==> config.mk <==
export PLATFORM = sky130hd
export DESIGN_NAME = bias_control_register_bank
export DESIGN_NICKNAME = d
export VERILOG_FILES = /design/src/common/bias_regs_pkg.sv /design/src/logic/bias_control_register_bank.sv
export VERILOG_INCLUDE_DIRS = /design/src /design/src/common
export SDC_FILE = /design/constraint.sdc
export NUM_CORES = 1
export LEC_CHECK = 0
export BUFFER_PORTS_ARGS = -buffer_cell sky130_fd_sc_hd__buf_2
export CAP_MARGIN = 30
export CORE_MARGIN = 1.5
export CORE_UTILIZATION = 53
export DETAILED_ROUTE_END_ITERATION = 16
export GPL_ROUTABILITY_DRIVEN = 1
export PLACE_DENSITY = 0.85
export SLEW_MARGIN = 40
export SYNTH_ARGS = -nofsm -noshare
export SYNTH_HDL_FRONTEND = slang
export SYNTH_SLANG_ARGS = --single-unit
==> constraint.sdc <==
create_clock -name SYS_CLK_I -period 4.3 [get_ports SYS_CLK_I]
set_input_delay 0.43 -clock SYS_CLK_I [delete_from_list [all_inputs] [get_ports SYS_CLK_I]]
set_output_delay 0.43 -clock SYS_CLK_I [all_outputs]
set_load 0.01 [all_outputs]
==> src/common/bias_regs_map.svh <==
// Register offsets, field positions, reset values and codes of the bias register bank
`ifndef BIAS_REGS_MAP_SVH
`define BIAS_REGS_MAP_SVH

// Register addresses (decimal in the map, held here as 5-bit hex)
`define ADDR_SYSTEM_CONTROL      5'h00
`define ADDR_CARRIER_REFERENCE   5'h01
`define ADDR_CARRIER_DRIVER      5'h02
`define ADDR_CARRIER_FINAL       5'h03
`define ADDR_PEAKING_REFERENCE   5'h04
`define ADDR_PEAKING_DRIVER      5'h05
`define ADDR_PEAKING_FINAL       5'h06
`define ADDR_TEMPERATURE         5'h0F
`define ADDR_UNLOCK_CODE         5'h11

// System control field positions
`define SYSCTL_SOFT_RESET_BIT    6
`define SYSCTL_RELOAD_BIT        5
`define SYSCTL_REV_MSB           3
`define SYSCTL_REV_LSB           0

// Reference field width and unused bits
`define REF_MSB                  5

// Default values: references and gate offsets when one-time memory is blank, temperature and control bits on reset
`define REF_DEFAULT              6'h20
`define GATE_DEFAULT             8'h80
`define TEMP_DEFAULT             8'h00
`define CTL_BIT_DEFAULT          1'h0

// Unlock code
`define UNLOCK_CODE_VALUE        8'hE3

// Zero for reserved reads
`define READ_ZERO                8'h00

`endif

==> src/common/bias_regs_pkg.sv <==
// Types shared by the bias register bank
package bias_regs_pkg;

	// Register access request from the serial front end
	typedef struct packed {
		logic       wr;    // Write strobe, one cycle
		logic       rd;    // Read strobe, one cycle
		logic [4:0] addr;  // Register address
		logic [7:0] wdata; // Write data
	} reg_req_t;

	// Complete set of settings held by the bank
	typedef struct packed {
		logic [5:0] carrier_ref;
		logic [7:0] carrier_drv;
		logic [7:0] carrier_fin;
		logic [5:0] peaking_ref;
		logic [7:0] peaking_drv;
		logic [7:0] peaking_fin;
	} settings_t;

	// Load source of the settings
	typedef enum logic [1:0] {
		LOAD_NONE,
		LOAD_MEMORY,
		LOAD_DEFAULT
	} load_src_t;

endpackage

==> src/logic/bias_control_register_bank.sv <==
// Register bank of the autobias controller: settings, control, temperature, unlock
//
// Contract
// - Soft reset bit returns all registers to default; the code loads memory values into settings when memory is programmed
// - Reload bit copies memory values into settings
// - Revision bits fixed, read-only, writes ignored
// - Carrier reference six bits, default 6'h20
// - Peaking reference same layout, default 6'h20
// - Reference usable range 6'b001000 to 6'b111111
// - Four gate offsets, default 8'h80
// - Temperature at 15, read-only, reset zero
// - Writing 8'hE3 to 17 enters unlock mode
// - Any other unlock value leaves unlock mode
// - Settings always readable, written only unlocked
// - Reset loads memory values into settings
// - Defaults apply only when memory blank
// - Unlocked writes lost on reset
// - Unlocked, addresses 1 to 6 take writes
`timescale 1ns/10ps
`include "bias_regs_map.svh"

module bias_control_register_bank
#(
	parameter logic [3:0] REVISION = 4'h1 // Revision value, arbitrary
)
(
	// Clock and reset
	input  wire logic                        SYS_CLK_I,
	input  wire logic                        SYS_RST_I,
	// Register access from the serial front end
	input  wire bias_regs_pkg::reg_req_t     REQ_I,
	output logic [7:0]                       RDATA_O,
	output logic                             RVALID_O,
	// One-time memory contents
	input  wire logic                        MEM_PROGRAMMED_I,
	input  wire bias_regs_pkg::settings_t    MEM_VALUES_I,
	// Temperature converter result
	input  wire logic [7:0]                  TEMP_VALUE_I,
	input  wire logic                        TEMP_VALID_I,
	// Settings to the bias loop
	output bias_regs_pkg::settings_t         SETTINGS_O,
	output logic                             UNLOCK_MODE_O
);

	// Settings currently in force
	bias_regs_pkg::settings_t  set_r;
	// Soft reset and reload control bits
	logic                      soft_reset_r;
	logic                      reload_r;
	// Unlock state
	logic                      unlock_mode_r;
	// Latest temperature reading
	logic [7:0]                temp_r;
	// Load request: pending while the soft reset or reload bit is set
	bias_regs_pkg::load_src_t  load_nxt;
	// Decoded writes
	logic                      wr_sysctl;
	logic                      wr_unlock;
	logic                      wr_setting;
	// Read mux result
	logic [7:0]                rdata_nxt;

	// Revision must fit the four-bit field; nothing else to check
	initial
	begin
		if ($bits(REVISION) != 4)
			$error("REVISION must be four bits");
	end

	// Write decode
	always_comb
	begin
		wr_sysctl  = REQ_I.wr && (REQ_I.addr == `ADDR_SYSTEM_CONTROL);
		wr_unlock  = REQ_I.wr && (REQ_I.addr == `ADDR_UNLOCK_CODE);
		wr_setting = REQ_I.wr && unlock_mode_r;
	end

	// Choose which source refills the settings this cycle
	always_comb
	begin
		load_nxt = bias_regs_pkg::LOAD_NONE;
		if (soft_reset_r)
			load_nxt = bias_regs_pkg::LOAD_DEFAULT;
		else if (reload_r)
			load_nxt = bias_regs_pkg::LOAD_MEMORY;
	end

	// Control bits; held while set so the action repeats until the host clears them
	always_ff @(posedge SYS_CLK_I)
	begin
		if (SYS_RST_I)
		begin
			soft_reset_r <= `CTL_BIT_DEFAULT;
			reload_r     <= `CTL_BIT_DEFAULT;
		end
		else if (wr_sysctl)
		begin
			soft_reset_r <= REQ_I.wdata[`SYSCTL_SOFT_RESET_BIT];
			reload_r     <= REQ_I.wdata[`SYSCTL_RELOAD_BIT];
		end
	end

	// Unlock mode tracking
	always_ff @(posedge SYS_CLK_I)
	begin
		if (SYS_RST_I || soft_reset_r)
			unlock_mode_r <= 1'b0;
		else if (wr_unlock)
			unlock_mode_r <= (REQ_I.wdata == `UNLOCK_CODE_VALUE);
	end

	// Setting registers
	always_ff @(posedge SYS_CLK_I)
	begin
		// reset loads memory; defaults only if blank; edits lost
		if (SYS_RST_I || load_nxt == bias_regs_pkg::LOAD_MEMORY)
		begin
			if (MEM_PROGRAMMED_I)
				set_r <= MEM_VALUES_I;
			else
			begin
				set_r.carrier_ref <= `REF_DEFAULT;
				set_r.carrier_drv <= `GATE_DEFAULT;
				set_r.carrier_fin <= `GATE_DEFAULT;
				set_r.peaking_ref <= `REF_DEFAULT;
				set_r.peaking_drv <= `GATE_DEFAULT;
				set_r.peaking_fin <= `GATE_DEFAULT;
			end
		end
		// soft reset loads memory values; defaults only if blank
		else if (load_nxt == bias_regs_pkg::LOAD_DEFAULT)
		begin
			if (MEM_PROGRAMMED_I)
				set_r <= MEM_VALUES_I;
			else
			begin
				set_r.carrier_ref <= `REF_DEFAULT;
				set_r.carrier_drv <= `GATE_DEFAULT;
				set_r.carrier_fin <= `GATE_DEFAULT;
				set_r.peaking_ref <= `REF_DEFAULT;
				set_r.peaking_drv <= `GATE_DEFAULT;
				set_r.peaking_fin <= `GATE_DEFAULT;
			end
		end
		else if (wr_setting)
		begin
			// reference keeps its six low bits, full range stored
			if (REQ_I.addr == `ADDR_CARRIER_REFERENCE)
				set_r.carrier_ref <= REQ_I.wdata[`REF_MSB:0];
			// gate offsets take the whole byte
			else if (REQ_I.addr == `ADDR_CARRIER_DRIVER)
				set_r.carrier_drv <= REQ_I.wdata;
			else if (REQ_I.addr == `ADDR_CARRIER_FINAL)
				set_r.carrier_fin <= REQ_I.wdata;
			else if (REQ_I.addr == `ADDR_PEAKING_REFERENCE)
				set_r.peaking_ref <= REQ_I.wdata[`REF_MSB:0];
			else if (REQ_I.addr == `ADDR_PEAKING_DRIVER)
				set_r.peaking_drv <= REQ_I.wdata;
			else if (REQ_I.addr == `ADDR_PEAKING_FINAL)
				set_r.peaking_fin <= REQ_I.wdata;
		end
	end

	// Temperature holding register
	always_ff @(posedge SYS_CLK_I)
	begin
		// reset value zero, also on soft reset
		if (SYS_RST_I || soft_reset_r)
			temp_r <= `TEMP_DEFAULT;
		else if (TEMP_VALID_I)
			temp_r <= TEMP_VALUE_I;
	end

	// Read multiplexer
	always_comb
	begin
		rdata_nxt = `READ_ZERO;
		if (REQ_I.addr == `ADDR_SYSTEM_CONTROL)
		begin
			// fixed revision; bits 7 and 4 zero
			rdata_nxt[`SYSCTL_SOFT_RESET_BIT]            = soft_reset_r;
			rdata_nxt[`SYSCTL_RELOAD_BIT]                = reload_r;
			rdata_nxt[`SYSCTL_REV_MSB:`SYSCTL_REV_LSB]   = REVISION;
		end
		else if (REQ_I.addr == `ADDR_CARRIER_REFERENCE)
			rdata_nxt = {2'h0, set_r.carrier_ref};
		else if (REQ_I.addr == `ADDR_CARRIER_DRIVER)
			rdata_nxt = set_r.carrier_drv;
		else if (REQ_I.addr == `ADDR_CARRIER_FINAL)
			rdata_nxt = set_r.carrier_fin;
		else if (REQ_I.addr == `ADDR_PEAKING_REFERENCE)
			rdata_nxt = {2'h0, set_r.peaking_ref};
		else if (REQ_I.addr == `ADDR_PEAKING_DRIVER)
			rdata_nxt = set_r.peaking_drv;
		else if (REQ_I.addr == `ADDR_PEAKING_FINAL)
			rdata_nxt = set_r.peaking_fin;
		else if (REQ_I.addr == `ADDR_TEMPERATURE)
			rdata_nxt = temp_r;
		// reserved and write-only addresses read zero
		else
			rdata_nxt = `READ_ZERO;
	end

	// Registered read answer, one cycle after the strobe
	always_ff @(posedge SYS_CLK_I)
	begin
		if (SYS_RST_I)
		begin
			RDATA_O  <= `READ_ZERO;
			RVALID_O <= 1'b0;
		end
		else
		begin
			RVALID_O <= REQ_I.rd;
			if (REQ_I.rd)
				RDATA_O <= rdata_nxt;
		end
	end

	// Outputs to the bias loop
	assign SETTINGS_O    = set_r;
	assign UNLOCK_MODE_O = unlock_mode_r;

endmodule

# == Yosys cells after proc, flatten, opt, wreduce, memory -nomap -nowiden ==
# Index checks and enable logic that the tools add are counted.
# Widths: inputs -> output; s select.
# word_totals
ff_bits,64
input_bits,71
out_inout_bits,54
elab_cells,75
# op_classes
eq_ne,16
mux,28
reduce_logical,19
# op_table
operator,n
$mux 44,4
$mux 8,12
$mux 38,1
$mux 30,1
$mux 22,1
$reduce_bool 3->1,7
$mux 16,1
$eq 5x3->1 const B,3
$ne 3x3->1 const B,5
$mux 6,2
$eq 5x2->1 const B,2
$eq 8x8->1 const B,1
$reduce_and 7->1,1
$reduce_and 6->1,1
$eq 5x1->1 const B,1
$eq 5x4->1 const B,1
$eq 5x5->1 const B,1
$logic_not 5->1,1
$reduce_and 5->1,1
$mux 2,2
$mux 4,1
$reduce_and 4->1,1
$logic_and 1x1->1,3
$mux 1,3
other kinds (5),6

# == Longest topological paths before layout ==
# depth
ltp_word,10
depth_mapped,7
mapped_depth_nobuf,5

# == Least setup slack after synthesis ==
# No wires, ideal clock.
# synth_timing
path_type,input to register
from,input port REQ_I[12] (netlist bit)
to,"register set_r (netlist bit SETTINGS_O[30]), enable pin"
setup_ns,0.387
arrival_ns,1.770
required_time_ns,3.913
path_slack_ns,2.144
cell_stages,4
path_buffers,1
path_cell_list,buf_6 -> nand2b_4 -> or3_1 -> o31ai_1
# synth_between
elab_chain_cells,3
word_cells_on_any_way,5
cone_classes,eq/ne: 3; reduce/logical: 2
# synth_rtl
element,line,text
start: declaration,bias_control_register_bank.sv:31,"input wire bias_regs_pkg::reg_req_t REQ_I,"
$eq 5x1->1 (no source line) or $eq 5x2->1 (tied branches),--,
$ne 3x3->1 (no source line) or $reduce_bool 3->1 (tied branches),--,
$reduce_and 3->1 (no source line) (*),--,
end: declaration,bias_control_register_bank.sv:46,bias_regs_pkg::settings_t set_r;
# Mark *: on every way between the ends. The rest lies on a longest branch, timed or not.
# A chain may end at the register's enable or synchronous reset.

# == Worst setup path after layout ==
# layout_timing
from,input port REQ_I[9] (netlist bit)
to,"register set_r (netlist bit SETTINGS_O[36]), enable pin"
# Same word-level chain as after synthesis.

==> metrics.md <==
| Metric | Value |
|---|---|
| Switch share | `0.283` |
| Max Root-Sink Buffers | `2` |
| # diodes | `0` |
| Critical Path RT | `between 4 and 5 ns` |
| Slowest cell on crit path | `o31ai_2` |
| Static leakage | `approximately 1.9 nW` |
| Setup TNS | `0 ns` |
| Largest net degree at the start of global routing | `39` |
| Rows | `28` |
| CTS clk-pin slew, worst paths | `~0.080 ns` |
| Pwr dens | `360 nW/um^2` |
| Max-cap violations | `0` |
| Initial core utilization | `0.557` |
| Post-CTS Resized | `0` |
| Hold Path Depth | `3` |
| Fin worst setup slack | `2.29 ns` |
| Via/cell ratio | `approximately 6.2` |
| Hold/Removal Path Class | `in -> reg` |
| First DRT Iteration DRCs | `489` |
| Cell-internal power | `around 1.1 mW` |
| Final setup viols | `0` |
| Syn_nets | `around 400` |
| DR pass1 iterations | `6` |
| Wire per inst | `around 20 um` |
| Seq pwr share | `0.492` |
| Area contributors post-synth | `edfxtp_1 39%, dfxtp_1 12%, a21o_1 6.7%, nor2_1 3.4%, o21ai_0 3.1%` |
| Routed vias | `approximately 3200` |
| First-pass GRT wire length | `between 15000 and 20000 um` |
| Critical Path, Cell by Cell | `buf_2 -> nand2b_4 -> or3_1 -> o31ai_2` |
| Clock network power share | `0.355` |
| Vias in the first global route | `between 2000 and 3000` |
| Fmax | `498 MHz` |
| Setup crit start kind | `primary input` |
| Mapped Area | `around 3400 sq um` |
| Tmin final | `between 2 and 2.5 ns` |
| Placed instance area | `around 3900 sq um` |
| Grt total ovfl | `0` |
| Final Hold Vio Count | `0` |
| Slew Viols, Final | `0` |
| Crit. End Element | `register` |
| Clock Sinks | `64` |
| # port buffers | `between 100 and 150` |
| Final Skew | `~0.011 ns` |
| Seq/Total Area, Yosys | `0.513` |
| CTS root buf | `clkbuf_8` |
| Warnings from Yosys | `0` |
| Asr flop ratio synth | `0` |
| Area added between synthesis and finish | `23.6%` |
| Initial antenna violation count | `0` |
| Core Footprint | `6030 sq um` |
| Fin area | `between 4000 and 5000 sq um` |
| Number of fill cells | `479` |
| Worst-Margin Slew | `about 0.81 ns` |
| Post-synth EDFFs | `44` |
| Post-Route WL | `~11000 um` |
| Crit path launch | `REQ_I[9]` |
| Depth of the CTS H-tree | `3` |
| #FFs+latches synth | `64` |
| Beginning of the worst hold path | `TEMP_VALUE_I[3]` |
| Critical path class | `in -> reg` |
| Max rail drop VDD | `between 0.2 and 0.25 mV` |
| Share of cells above drive strength 1 | `0.344` |
| Crit path DAT | `between 1.5 and 2 ns` |
| Final period util | `0.467` |
| Worst-case hold slack | `between 0.3 and 0.4 ns` |
| Most frequent cells after synthesis | `44 x edfxtp_1, 30 x a21o_1, 30 x nor2_1` |
| Prevailing post-synth register cell | `edfxtp_1` |
| Synth Instances | `around 330` |
| Critical path buffers and inverters | `1` |
| Max stage delay on crit path | `just under 0.7 ns` |
| Total CTS buffers | `9` |
| Crit Path Max Fanout | `22` |
| Top-count cell post-synth | `edfxtp_1` |
| DIE WIDTH | `a little over 80 um` |
| Rel. slew slack | `0.459` |
| Final net count | `508` |
| R2r worst-path depth | `3` |
| RSZ-0062 raised after global routing | `no` |
| Boundary pin count | `125` |
| Global Route Usage Sum | `0.315` |
| RR Startpoint | `reload_r$_SDFFE_PP0P_` |
| Clock latency on the worst-skew pair | `around 0.34 ns` |
| DP Worst Slack | `between 1.5 and 2 ns` |
| Gp weighted congestion | `around 0.93` |
| Util after Layout | `0.688` |
| Critical path depth in cells | `4` |
| CTS Hold Bufs | `0` |
| DRT antenna net count | `0` |
| Synth top area share | `0.394` |
| Die height | `around 83 um` |
| CTS tree | `done` |
| Die area | `between 6000 and 7000 sq um` |
| DR DRC count | `0` |
| Status | `finished, final reports clean` |
| Post-CTS setup buffers | `0` |
| Largest area contributor in the netlist | `edfxtp_1` |
| Average size of a mapped cell | `around 10 sq um` |
| CP delay by family, top | `compound AO/OA/AOI/OAI gates` |
| DP HPWL | `a little over 8000 um` |
| Yosys cell types | `50` |
| Net Switching | `around 0.42 mW` |
| Combinational share of power | `0.152` |
[flip-flops by register name, indices dropped and copies added, names as in the netlist]
name and cells:
soft_reset_r 1, RDATA_O 8, SETTINGS_O 44, RVALID_O 1, temp_r 8, UNLOCK_MODE_O 1, reload_r 1
[worst paths after layout]
kind	endpoint	slack, ns
min	temp_r[3]$_SDFFE_PP0P_	0.32
min reg2reg	RDATA_O[3]$_SDFFE_PP0P_	0.48
max	SETTINGS_O[36]$_DFFE_PP_	2.29
max reg2reg	SETTINGS_O[32]$_DFFE_PP_	2.40
[through the flow]
step                      std cells  total power [mW]
after floorplan                 328             0.868
after global placement          501             0.967
after detailed placement        501             0.971
after CTS                       517              1.49
after global routing            517              1.54
final                           517              1.49
[placed cells by master (no fill, tap or decap), types with 3 or more instances in the layout]
cell / netlist / final
nand3_1: 12 / 12
and2_1: 7 / 6
a311oi_1: 3 / 3
dfxtp_1: 20 / 20
mux2i_1: 9 / 9
clkbuf_8: 0 / 9
inv_1: 6 / 6
nand2_1: 19 / 19
or3_1: 4 / 4
o21ai_0: 21 / 18
a22o_1: 11 / 11
o21ai_1: 2 / 5
nor3_1: 3 / 3
nand3b_1: 3 / 3
nor2b_1: 4 / 4
a211oi_1: 3 / 3
nand2b_1: 6 / 6
buf_2: 17 / 124
o21a_1: 4 / 4
o2111ai_1: 3 / 3
a21o_1: 30 / 30
nor2_1: 30 / 30
a21oi_1: 19 / 19
edfxtp_1: 44 / 44
a22oi_1: 3 / 3
[power groups by stage]
stage	logic, mW	clock network (mW)	registers (mW)
6_report	0.227	0.531	0.736
4_1_cts	0.226	0.532	0.734
3_3_place_gp	0.219	0	0.748
5_1_grt	0.247	0.557	0.738
2_1_floorplan	0.115	0	0.752
3_5_place_dp	0.224	0	0.747
[kinds of logic (layout without fill, tap and decap cells)]
logic type	Yosys count	after routing	synth area share
AOI/OAI and AO/OA	116	116	0.244
buffers and inverters	33	147	0.0488
DFF	64	64	0.513
muxes	9	9	0.0268
and+or+nand+nor	106	106	0.167
[tightest hold or removal path: stages]
cell and delay (ns):
buf_2 0.07, mux2i_1 0.05, nor2_1 0.07
[cell type report]
cell class	count	area [sq um]	share of cell area
Tap cell	75	93.8	0.0226
Clock buffer	9	124	0.0299
Multi-Input combinational cell	231	1480	0.357
Sequential cell	64	1720	0.415
Timing Repair Buffer	124	621	0.150
Clock inverter	7	80.1	0.0193
Inverter	7	26.3	0.00633
[routing by layer]
metal | global-route usage | share of wire | vias up
met5 | 0 | 0 | -
met4 | 0.132 | 0.036 | 0
met3 | 0.0582 | 0.095 | 40
met2 | 0.496 | 0.46 | 228
met1 | 0.427 | 0.40 | 1487
li1 | - | - | 1448
Power figures use the tool's default switching activity.
